### src/design/csb_pkg.sv
// Purpose: constants and carrier types of the core register bank
// Assumes: register space 80h..FFh, one byte per address
// Notes: bits outside each storage mask are not held and read as zero
package csb_pkg;

  // ---------------------------------------------------------------
  // widths
  // ---------------------------------------------------------------
  localparam int ADDR_W = 8;
  localparam int DATA_W = 8;
  localparam int PTR_W = 16;
  localparam int NUM_PTR = 2;

  // ---------------------------------------------------------------
  // register offsets
  // ---------------------------------------------------------------
  localparam logic [7:0] OFS_PORT_ZERO = 8'h80;
  localparam logic [7:0] OFS_STACK_TOP = 8'h81;
  localparam logic [7:0] OFS_PTR_LOW = 8'h82;
  localparam logic [7:0] OFS_PTR_HIGH = 8'h83;
  localparam logic [7:0] OFS_POWER = 8'h87;
  localparam logic [7:0] OFS_TIMER_CTRL = 8'h88;
  localparam logic [7:0] OFS_TIMER_MODE = 8'h89;
  localparam logic [7:0] OFS_TIMER0_LOW = 8'h8A;
  localparam logic [7:0] OFS_TIMER1_LOW = 8'h8B;
  localparam logic [7:0] OFS_TIMER0_HIGH = 8'h8C;
  localparam logic [7:0] OFS_TIMER1_HIGH = 8'h8D;
  localparam logic [7:0] OFS_CLOCK_CTRL = 8'h8F;
  localparam logic [7:0] OFS_PORT_ONE = 8'h90;
  localparam logic [7:0] OFS_SERIAL_CTRL = 8'h98;
  localparam logic [7:0] OFS_SERIAL_BUF = 8'h99;
  localparam logic [7:0] OFS_PORT_TWO = 8'hA0;
  localparam logic [7:0] OFS_AUX_ONE = 8'hA2;
  localparam logic [7:0] OFS_INT_ENABLE = 8'hA8;
  localparam logic [7:0] OFS_SLAVE_ADDR = 8'hA9;
  localparam logic [7:0] OFS_PORT_THREE = 8'hB0;
  localparam logic [7:0] OFS_INT_PRIO_HIGH = 8'hB7;
  localparam logic [7:0] OFS_INT_PRIO = 8'hB8;
  localparam logic [7:0] OFS_SLAVE_MASK = 8'hB9;
  localparam logic [7:0] OFS_PROG_STATUS = 8'hD0;
  localparam logic [7:0] OFS_MAIN_WORK = 8'hE0;
  localparam logic [7:0] OFS_SECOND_OPND = 8'hF0;

  // ---------------------------------------------------------------
  // generic storage table (pointer bytes are handled apart)
  // ---------------------------------------------------------------
  localparam int NUM_GEN = 24;
  localparam int IX_CLOCK_CTRL = 10;
  localparam int IX_AUX_ONE = 15;

  localparam logic [7:0] GEN_OFS [NUM_GEN] = '{
    OFS_PORT_ZERO, OFS_STACK_TOP, OFS_POWER, OFS_TIMER_CTRL,
    OFS_TIMER_MODE, OFS_TIMER0_LOW, OFS_TIMER1_LOW, OFS_TIMER0_HIGH,
    OFS_TIMER1_HIGH, OFS_PORT_ONE, OFS_CLOCK_CTRL, OFS_SERIAL_CTRL,
    OFS_SERIAL_BUF, OFS_PORT_TWO, OFS_INT_ENABLE, OFS_AUX_ONE,
    OFS_SLAVE_ADDR, OFS_PORT_THREE, OFS_INT_PRIO_HIGH, OFS_INT_PRIO,
    OFS_SLAVE_MASK, OFS_PROG_STATUS, OFS_MAIN_WORK, OFS_SECOND_OPND
  };

  localparam logic [7:0] GEN_RST [NUM_GEN] = '{
    8'hFF, 8'h07, 8'h10, 8'h00, 8'h00, 8'h00, 8'h00, 8'h00,
    8'h00, 8'hFF, 8'h00, 8'h00, 8'h00, 8'hFF, 8'h00, 8'h00,
    8'h00, 8'hFF, 8'h00, 8'h00, 8'h00, 8'h00, 8'h00, 8'h00
  };

  localparam logic [7:0] GEN_MASK [NUM_GEN] = '{
    8'hFF, 8'hFF, 8'hDF, 8'hFF, 8'hFF, 8'hFF, 8'hFF, 8'hFF,
    8'hFF, 8'hFF, 8'h01, 8'hFF, 8'hFF, 8'hFF, 8'h9F, 8'h01,
    8'hFF, 8'hFF, 8'h1F, 8'h1F, 8'hFF, 8'hFF, 8'hFF, 8'hFF
  };

  // ---------------------------------------------------------------
  // field positions and reset values
  // ---------------------------------------------------------------
  localparam int DOUBLE_SPEED_BIT = 0;
  localparam int POINTER_SELECT_BIT = 0;
  localparam logic [7:0] PTR_BYTE_RST = 8'h00;
  localparam logic [7:0] READ_IDLE = 8'h00;

  // ---------------------------------------------------------------
  // timing counts, oscillator cycles
  // ---------------------------------------------------------------
  localparam int CYC_STANDARD = 12;
  localparam int CYC_DOUBLE = 6;
  localparam int PER_STANDARD = 2;
  localparam int PER_DOUBLE = 1;
  localparam logic [3:0] INSTR_LAST_STD = 4'(CYC_STANDARD - 1);
  localparam logic [3:0] INSTR_LAST_DBL = 4'(CYC_DOUBLE - 1);
  localparam logic [1:0] PER_LAST_STD = 2'(PER_STANDARD - 1);
  localparam logic [1:0] PER_LAST_DBL = 2'(PER_DOUBLE - 1);

  // ---------------------------------------------------------------
  // carriers
  // ---------------------------------------------------------------
  typedef struct packed {
    logic [ADDR_W-1:0] addr;
    logic [DATA_W-1:0] wdata;
    logic wr;
    logic rd;
  } csb_bus_req_t;

  typedef struct packed {
    logic [ADDR_W-1:0] bitAddr;
    logic bitVal;
    logic wr;
  } csb_bit_req_t;

  typedef struct packed {
    logic [PTR_W-1:0] value;
    logic load;
    logic incr;
  } csb_ptr_cmd_t;

  typedef struct packed {
    logic instrTick;
    logic periphTick;
    logic doubleSpeed;
  } csb_time_t;

endpackage : csb_pkg

### src/design/csb_sfr_bank.sv
// Purpose: core register bank with clock-mode divider and dual pointer
// Assumes: mclk is the oscillator clock, core logic shares it
// Notes: registers sit at their own addresses on the plain port
//
// Overview of operation
// Clock-mode bit set gives 6 cycles an instruction, clear gives 12.
// Reset leaves the part in standard speed with the clock-mode bit clear.
// In double speed the peripheral time base ticks twice as often.
// Two independent 16-bit data pointers are held.
// The selected pointer gives every data address and takes every op.
// Pointer select is bit 0 of the auxiliary register, set by software.
// Select 0 makes the first pointer active, select 1 the second.
// The auxiliary register resets with select 0, ignores bit writes.
// Auxiliary bits 7 to 1 are reserved and must not be written as ones.
// Clock-mode bit is bit 0 of clock control, other bits reserved.
//
// Design decision made here: strobed register access.
`timescale 1ns/100ps

module csb_sfr_bank (
  // clock and reset
  input wire logic mclk,
  input wire logic arst_n,
  // register port
  input wire csb_pkg::csb_bus_req_t busReq,
  output logic [csb_pkg::DATA_W-1:0] busRdata,
  // single-bit write port
  input wire csb_pkg::csb_bit_req_t bitReq,
  // pointer operations from the core
  input wire csb_pkg::csb_ptr_cmd_t ptrCmd,
  // external data address and time base
  output logic [csb_pkg::PTR_W-1:0] dataPointer,
  output csb_pkg::csb_time_t timeBase
);

  // ---------------------------------------------------------------
  // generic storage
  // ---------------------------------------------------------------
  logic [7:0] regVal_r [csb_pkg::NUM_GEN];
  wire [7:0] bitReg = {bitReq.bitAddr[7:3], 3'h0};
  wire [7:0] bitOne = 8'h01 << bitReq.bitAddr[2:0];
  wire bitLegal = bitReq.wr && bitReq.bitAddr[7];

  genvar g;
  generate
    for (g = 0; g < csb_pkg::NUM_GEN; g++) begin : gReg
      wire byteHit = busReq.wr && (busReq.addr == csb_pkg::GEN_OFS[g]);
      // only column-0 registers answer bit writes; aux one never does
      wire bitHit = bitLegal && (csb_pkg::GEN_OFS[g][2:0] == 3'h0) &&
        (bitReg == csb_pkg::GEN_OFS[g]);
      wire [7:0] bitMerged = bitReq.bitVal ? (regVal_r[g] | bitOne) :
        (regVal_r[g] & ~bitOne);
      // reserved bits are masked out and never stored
      wire [7:0] byteNxt = busReq.wdata & csb_pkg::GEN_MASK[g];
      wire [7:0] bitNxt = bitMerged & csb_pkg::GEN_MASK[g];

      always_ff @(posedge mclk or negedge arst_n) begin
        if (!arst_n) begin
          regVal_r[g] <= csb_pkg::GEN_RST[g];
        end else if (byteHit) begin
          regVal_r[g] <= byteNxt;
        end else if (bitHit) begin
          regVal_r[g] <= bitNxt;
        end
      end
    end
  endgenerate

  // ---------------------------------------------------------------
  // dual data pointer
  // ---------------------------------------------------------------
  logic [csb_pkg::PTR_W-1:0] ptr_r [csb_pkg::NUM_PTR];
  wire ptrSel =
    regVal_r[csb_pkg::IX_AUX_ONE][csb_pkg::POINTER_SELECT_BIT];
  wire lowWr = busReq.wr && (busReq.addr == csb_pkg::OFS_PTR_LOW);
  wire highWr = busReq.wr && (busReq.addr == csb_pkg::OFS_PTR_HIGH);

  genvar p;
  generate
    for (p = 0; p < csb_pkg::NUM_PTR; p++) begin : gPtr
      wire isActive = (ptrSel == 1'(p));
      wire [csb_pkg::PTR_W-1:0] ptrInc = ptr_r[p] + 16'h0001;
      wire [csb_pkg::PTR_W-1:0] ptrNxt =
        ptrCmd.load ? ptrCmd.value :
        ptrCmd.incr ? ptrInc :
        lowWr ? {ptr_r[p][15:8], busReq.wdata} :
        highWr ? {busReq.wdata, ptr_r[p][7:0]} : ptr_r[p];
      wire ptrUpd = isActive &&
        (ptrCmd.load || ptrCmd.incr || lowWr || highWr);

      always_ff @(posedge mclk or negedge arst_n) begin
        if (!arst_n) begin
          ptr_r[p] <= {csb_pkg::PTR_BYTE_RST, csb_pkg::PTR_BYTE_RST};
        end else if (ptrUpd) begin
          ptr_r[p] <= ptrNxt;
        end
      end
    end
  endgenerate

  wire [csb_pkg::PTR_W-1:0] activePtr = ptrSel ? ptr_r[1] : ptr_r[0];

  always_ff @(posedge mclk or negedge arst_n) begin
    if (!arst_n) begin
      dataPointer <= {csb_pkg::PTR_BYTE_RST, csb_pkg::PTR_BYTE_RST};
    end else begin
      dataPointer <= activePtr;
    end
  end

  // ---------------------------------------------------------------
  // read path
  // ---------------------------------------------------------------
  logic [7:0] rdMux;
  always_comb begin
    rdMux = csb_pkg::READ_IDLE;
    for (int i = 0; i < csb_pkg::NUM_GEN; i++) begin
      if (busReq.addr == csb_pkg::GEN_OFS[i]) begin
        rdMux = regVal_r[i];
      end
    end
    if (busReq.addr == csb_pkg::OFS_PTR_LOW) begin
      rdMux = activePtr[7:0];
    end
    if (busReq.addr == csb_pkg::OFS_PTR_HIGH) begin
      rdMux = activePtr[15:8];
    end
  end

  always_ff @(posedge mclk or negedge arst_n) begin
    if (!arst_n) begin
      busRdata <= csb_pkg::READ_IDLE;
    end else begin
      busRdata <= busReq.rd ? rdMux : csb_pkg::READ_IDLE;
    end
  end

  // ---------------------------------------------------------------
  // clock-mode divider
  // ---------------------------------------------------------------
  wire dblSpeed =
    regVal_r[csb_pkg::IX_CLOCK_CTRL][csb_pkg::DOUBLE_SPEED_BIT];
  wire [3:0] instrLast = dblSpeed ? csb_pkg::INSTR_LAST_DBL :
    csb_pkg::INSTR_LAST_STD;
  wire [1:0] perLast = dblSpeed ? csb_pkg::PER_LAST_DBL :
    csb_pkg::PER_LAST_STD;
  logic [3:0] instrCnt_r;
  logic [1:0] perCnt_r;
  // a switch to double speed with the count past 5 wraps at once, no long cycle
  wire instrEnd = (instrCnt_r >= instrLast);
  wire perEnd = (perCnt_r >= perLast);
  wire [3:0] instrCnt_nxt = instrEnd ? 4'h0 : instrCnt_r + 4'h1;
  wire [1:0] perCnt_nxt = perEnd ? 2'h0 : perCnt_r + 2'h1;

  always_ff @(posedge mclk or negedge arst_n) begin
    if (!arst_n) begin
      instrCnt_r <= 4'h0;
      perCnt_r <= 2'h0;
      timeBase <= '0;
    end else begin
      instrCnt_r <= instrCnt_nxt;
      perCnt_r <= perCnt_nxt;
      timeBase.instrTick <= instrEnd;
      timeBase.periphTick <= perEnd;
      timeBase.doubleSpeed <= dblSpeed;
    end
  end

endmodule : csb_sfr_bank

### config.mk
export PLATFORM = sky130hd
export DESIGN_NAME = csb_sfr_bank
export DESIGN_NICKNAME = d
export VERILOG_FILES = /design/src/design/csb_pkg.sv /design/src/design/csb_sfr_bank.sv
export SDC_FILE = /design/constraint.sdc
export NUM_CORES = 1
export LEC_CHECK = 0
export ABC_AREA = 1
export BUFFER_PORTS_ARGS = -buffer_cell sky130_fd_sc_hd__buf_2
export CELL_PAD_IN_SITES_DETAIL_PLACEMENT = 0
export CELL_PAD_IN_SITES_GLOBAL_PLACEMENT = 1
export CORE_MARGIN = 8
export CORE_UTILIZATION = 46
export DETAILED_ROUTE_END_ITERATION = 8
export GPL_TIMING_DRIVEN = 1
export PLACE_DENSITY = 0.8
export SYNTH_ARGS = -nofsm -noshare
export SYNTH_HDL_FRONTEND = slang
export SYNTH_SLANG_ARGS = --single-unit
### constraint.sdc
create_clock -name mclk -period 2.9 [get_ports mclk]
set_input_delay 0.29 -clock mclk [delete_from_list [all_inputs] [get_ports mclk]]
set_output_delay 0.29 -clock mclk [all_outputs]
set_load 0.02 [all_outputs]
==> impl_metrics.csv <==
group,metric,value,unit
run_status,status,"completed",
logic_synthesis,synth.largest_area_cell,"dfrtp_1",
logic_synthesis,avgSynthCellArea,7.48,um^2
min_path,hold_start,"busReq[0]",
timing,tns,0,ns
worst_setup_path,r2r_end,"ptr_r[14]",
logic_synthesis,synth-seq-cells,234,
logic_synthesis,synthArstFlopShare,100,%
drt,num_vias,12100,
worst_setup_path,start_kind,"flop",
drt,wl_per_cell,19.7,um
clock_network,clk_latency,0.55,ns
min_path,whs_path_depth,3,
logic_synthesis,yosysTopAreaCellShare,38.7,%
logic_synthesis,ys_types,53,
clock_network,cts_sinks,234,
drt,initialDrtViolationCount,977,
die,placementRows,61,
logic_synthesis,synthMostInstantiatedCell,"nand2_1",
worst_setup_path,crit_buf_inv,4,
grt,grt_first_pass_wirelength,67.9,mm
min_path,hold_path_end,"busRdata[0]",
drt,drc,0,
worst_setup_path,crit_slowest_cell,"dfrtp_1",
final_layout,fin_util,53.9,%
final_layout,drive_above_1_share,16.4,%
worst_setup_path,cp.required,3.32,ns
worst_setup_path,crit_path_max_incr_delay,0.46,ns
drt,finalWirelength,43.6,mm
logic_synthesis,synthFlopType,"dfrtp_1",
pwr,max-vdd-ir-drop,443,uV
final_layout,final_cell_area,14900,um^2
die,die-area,33400,um^2
clock_network,cts_tree,"done",
logic_synthesis,synth_edf_count,0,
worst_setup_path,crit_type,"flop to flop",
timing,timing.final.ws_setup,0.371,ns
timing,min_period,2.53,ns
timing,fin_crit_sh,87.2,%
die,core_area,27600,um^2
worst_setup_path,rrSetupSlack,0.37,ns
timing,hold_viol_final,0,
logic_synthesis,yosysSeqAreaShare,46.1,%
die,die_h,183,um
final_layout,fill_cells,2694,
job,maxCapViolCount,0,
grt,antenna_found_initial,1,
timing,slew_violations,0,
grt,grt_max_degree,86,
worst_setup_path,r2r-start,"ptr_r[0]",
placement,io_buffers,74,
timing,setup_viol,0,
clock_network,cts_buffer_depth,3,
clock_network,cts_max_level,1,
clock_network,cts_buffers,28,
timing,worst_clock_skew,0.0105,ns
die,pin_count,75,
timing,rsz0062_at_grt,"no",
die,initial_core_util,46.4,%
min_path,hold_class,"input pin to flop",
logic_synthesis,syn-cell-area,12800,um^2
grt,grt_pass1_vias,12000,
die,die_w,183,um
placement,place_congestion,0.921,
grt,grt.met1_usage,34.7,%
drt,firstDrtPassIters,5,
clock_network,clk_pin_slew,0.06,ns
timing,maxSlewHeadroom,44.7,%
logic_synthesis,syn_inst,1709,
timing,fmax,395,MHz
drt,via_per_inst,5.45,
logic_synthesis,synthTopCellsByCount,"484 x nand2_1, 198 x dfrtp_1, 188 x o21ai_0",
logic_synthesis,synth.area.top_cells,"dfrtp_1 39%, nand2_1 14%, dfstp_2 7.4%",
placement,dpl_cell_area,13900,um^2
grt,met2_usage,41.5,%
final_layout,ff_latch_area,5900,um^2
grt,grtUsageTotal,26.0,%
final_layout,nets,1868,
clock_network,cts_setup_buffers,0,
worst_setup_path,arrival,2.95,ns
placement,pre_cts_ws,0.0704,ns
drt,antenna_left,0,
worst_setup_path,cp_max_fo,6,
grt,overflow,0,
final_layout,syn_to_final_growth,16.1,%
pwr,p_per_area,612,nW/um^2
grt,use_met3,4.81,%
pwr,p_leak,6.94,nW
timing,max_slew.worst_pin.slew,0.827,ns
placement,post-dp-hpwl,30.7,mm
logic_synthesis,synth_warnings,0,
final_layout,multi_input_area,5920,um^2
clock_network,clk_root_buffer_cell,"clkbuf_16",
worst_setup_path,crit_path_cell_trace,"ha_1 -> nand2_1 -> nor2_2 -> inv_1 -> nor2_1 -> inv_1 -> nor2_1 -> inv_2 -> nor3_2 -> nand2_1 -> inv_1 -> nand3_1 -> nor3_2 -> nand3_1 -> a32o_1 -> nand2_1 -> a31oi_1",
logic_synthesis,syn_nets,1764,
grt,grt.busiest_layer,"met2",
worst_setup_path,end_kind,"flop",
worst_setup_path,reg2reg_depth,17,
worst_setup_path,critPathTopFamily,"simple AND/OR/NAND/NOR gates",
==> where the power goes <==
part / leakage [nW] / switching [W] / internal [W] / total, W
clock network: 0.469 / 0.00148 / 0.00216 / 0.00364
logic: 3.52 / 0.000940 / 0.000504 / 0.00144
registers: 2.96 / 0.000305 / 0.00371 / 0.00401
==> layout make-up <==
| cell class | instances | share of cell area, % |
|---|---|---|
| Antenna cell | 1 | 0.0169 |
| Clock buffer | 37 | 5.49 |
| Clock inverter | 15 | 0.977 |
| Inverter | 192 | 4.85 |
| Multi-Input combinational cell | 1223 | 39.9 |
| Sequential cell | 234 | 39.7 |
| Tap cell | 378 | 3.18 |
| Timing Repair Buffer | 134 | 5.88 |
==> metal layers <==
| layer | wire (um) | part of all wire [%] |
|---|---|---|
| met5 | 43 | 0.099 |
| met4 | 1770 | 4.1 |
| met3 | 3110 | 7.1 |
| met2 | 19800 | 45 |
| met1 | 18800 | 43 |
==> worst max-delay path by stage <==
stage | startpoint | to | depth (start not counted)
after floorplan | ptr_r[0] | ptr_r[14] | 17
after global placement | busReq[16] | busRdata[3] | 19
after detailed placement | busReq[16] | busRdata[3] | 19
after CTS | ptr_r[0] | ptr_r[14] | 17
after global routing | ptr_r[0] | ptr_r[12] | 15
final | ptr_r[0] | ptr_r[14] | 17
==> metrics by stage <==
stage / power, W / instances / hold WS, ns
after floorplan: 0.00495 / 1709 / -0.00559
after global placement: 0.00545 / 2159 / 0.362
after detailed placement: 0.00550 / 2159 / 0.346
after CTS: 0.00915 / 2213 / 0.00523
after global routing: 0.00950 / 2213 / 0.0258
final: 0.00909 / 2214 / 0.0187
==> timing repair <==
action	in CTS	in global routing
resized for setup	0	0
hold endpoints to repair	65	0
hold buffers	2	0
==> cell usage in the layout (no fill, tap or decap), types with 7 or more instances in the layout <==
cell type  Yosys  routed
ha_1           7       7
o21ai_0      188     188
or2_2         15      15
nand4_1       28      28
a31oi_1       22      22
nand2_1      484     484
dfrtp_1      198     198
buf_4          2      55
buf_2          8      73
nor3_1        31      31
dfstp_2       36      36
clkinv_2       0       7
a221oi_1      10      10
nand3_1       40      40
nor3_2         8       8
nor2_1       145     145
a211oi_1      18      18
clkbuf_16      0      29
inv_2         19      19
nor2_2        17      17
inv_1        166     166
clkinv_1       7       7
o221ai_1      10      10
a22oi_1       11      11
o22ai_1        7       7
a21oi_1      123     123
==> cells by family (layout without fill, tap and decap cells) <==
| group | count (synthesis) | count (layout) | share of synthesized area, % |
|---|---|---|---|
| buffers and inverters | 252 | 378 | 7.59 |
| AO/OA/AOI/OAI | 406 | 406 | 17.7 |
| multiplexers | 6 | 6 | 0.499 |
| adder cells (fa/ha/maj) | 7 | 7 | 0.685 |
| XOR/XNOR | 3 | 3 | 0.205 |
| flip-flops | 234 | 234 | 46.1 |
| other | 0 | 1 | 0 |
| AND/OR/NAND/NOR | 801 | 801 | 27.2 |
==> worst register-to-register path, stage by stage (launching register included) <==
cell,delay [ns]
dfrtp_1,0.46
ha_1,0.21
nand2_1,0.08
nor2_2,0.12
inv_1,0.05
nor2_1,0.11
inv_1,0.05
nor2_1,0.16
inv_2,0.06
nor3_2,0.14
nand2_1,0.08
inv_1,0.09
nand3_1,0.09
nor3_2,0.21
nand3_1,0.11
a32o_1,0.26
nand2_1,0.06
a31oi_1,0.07
(Power assumes the default switching activity.)
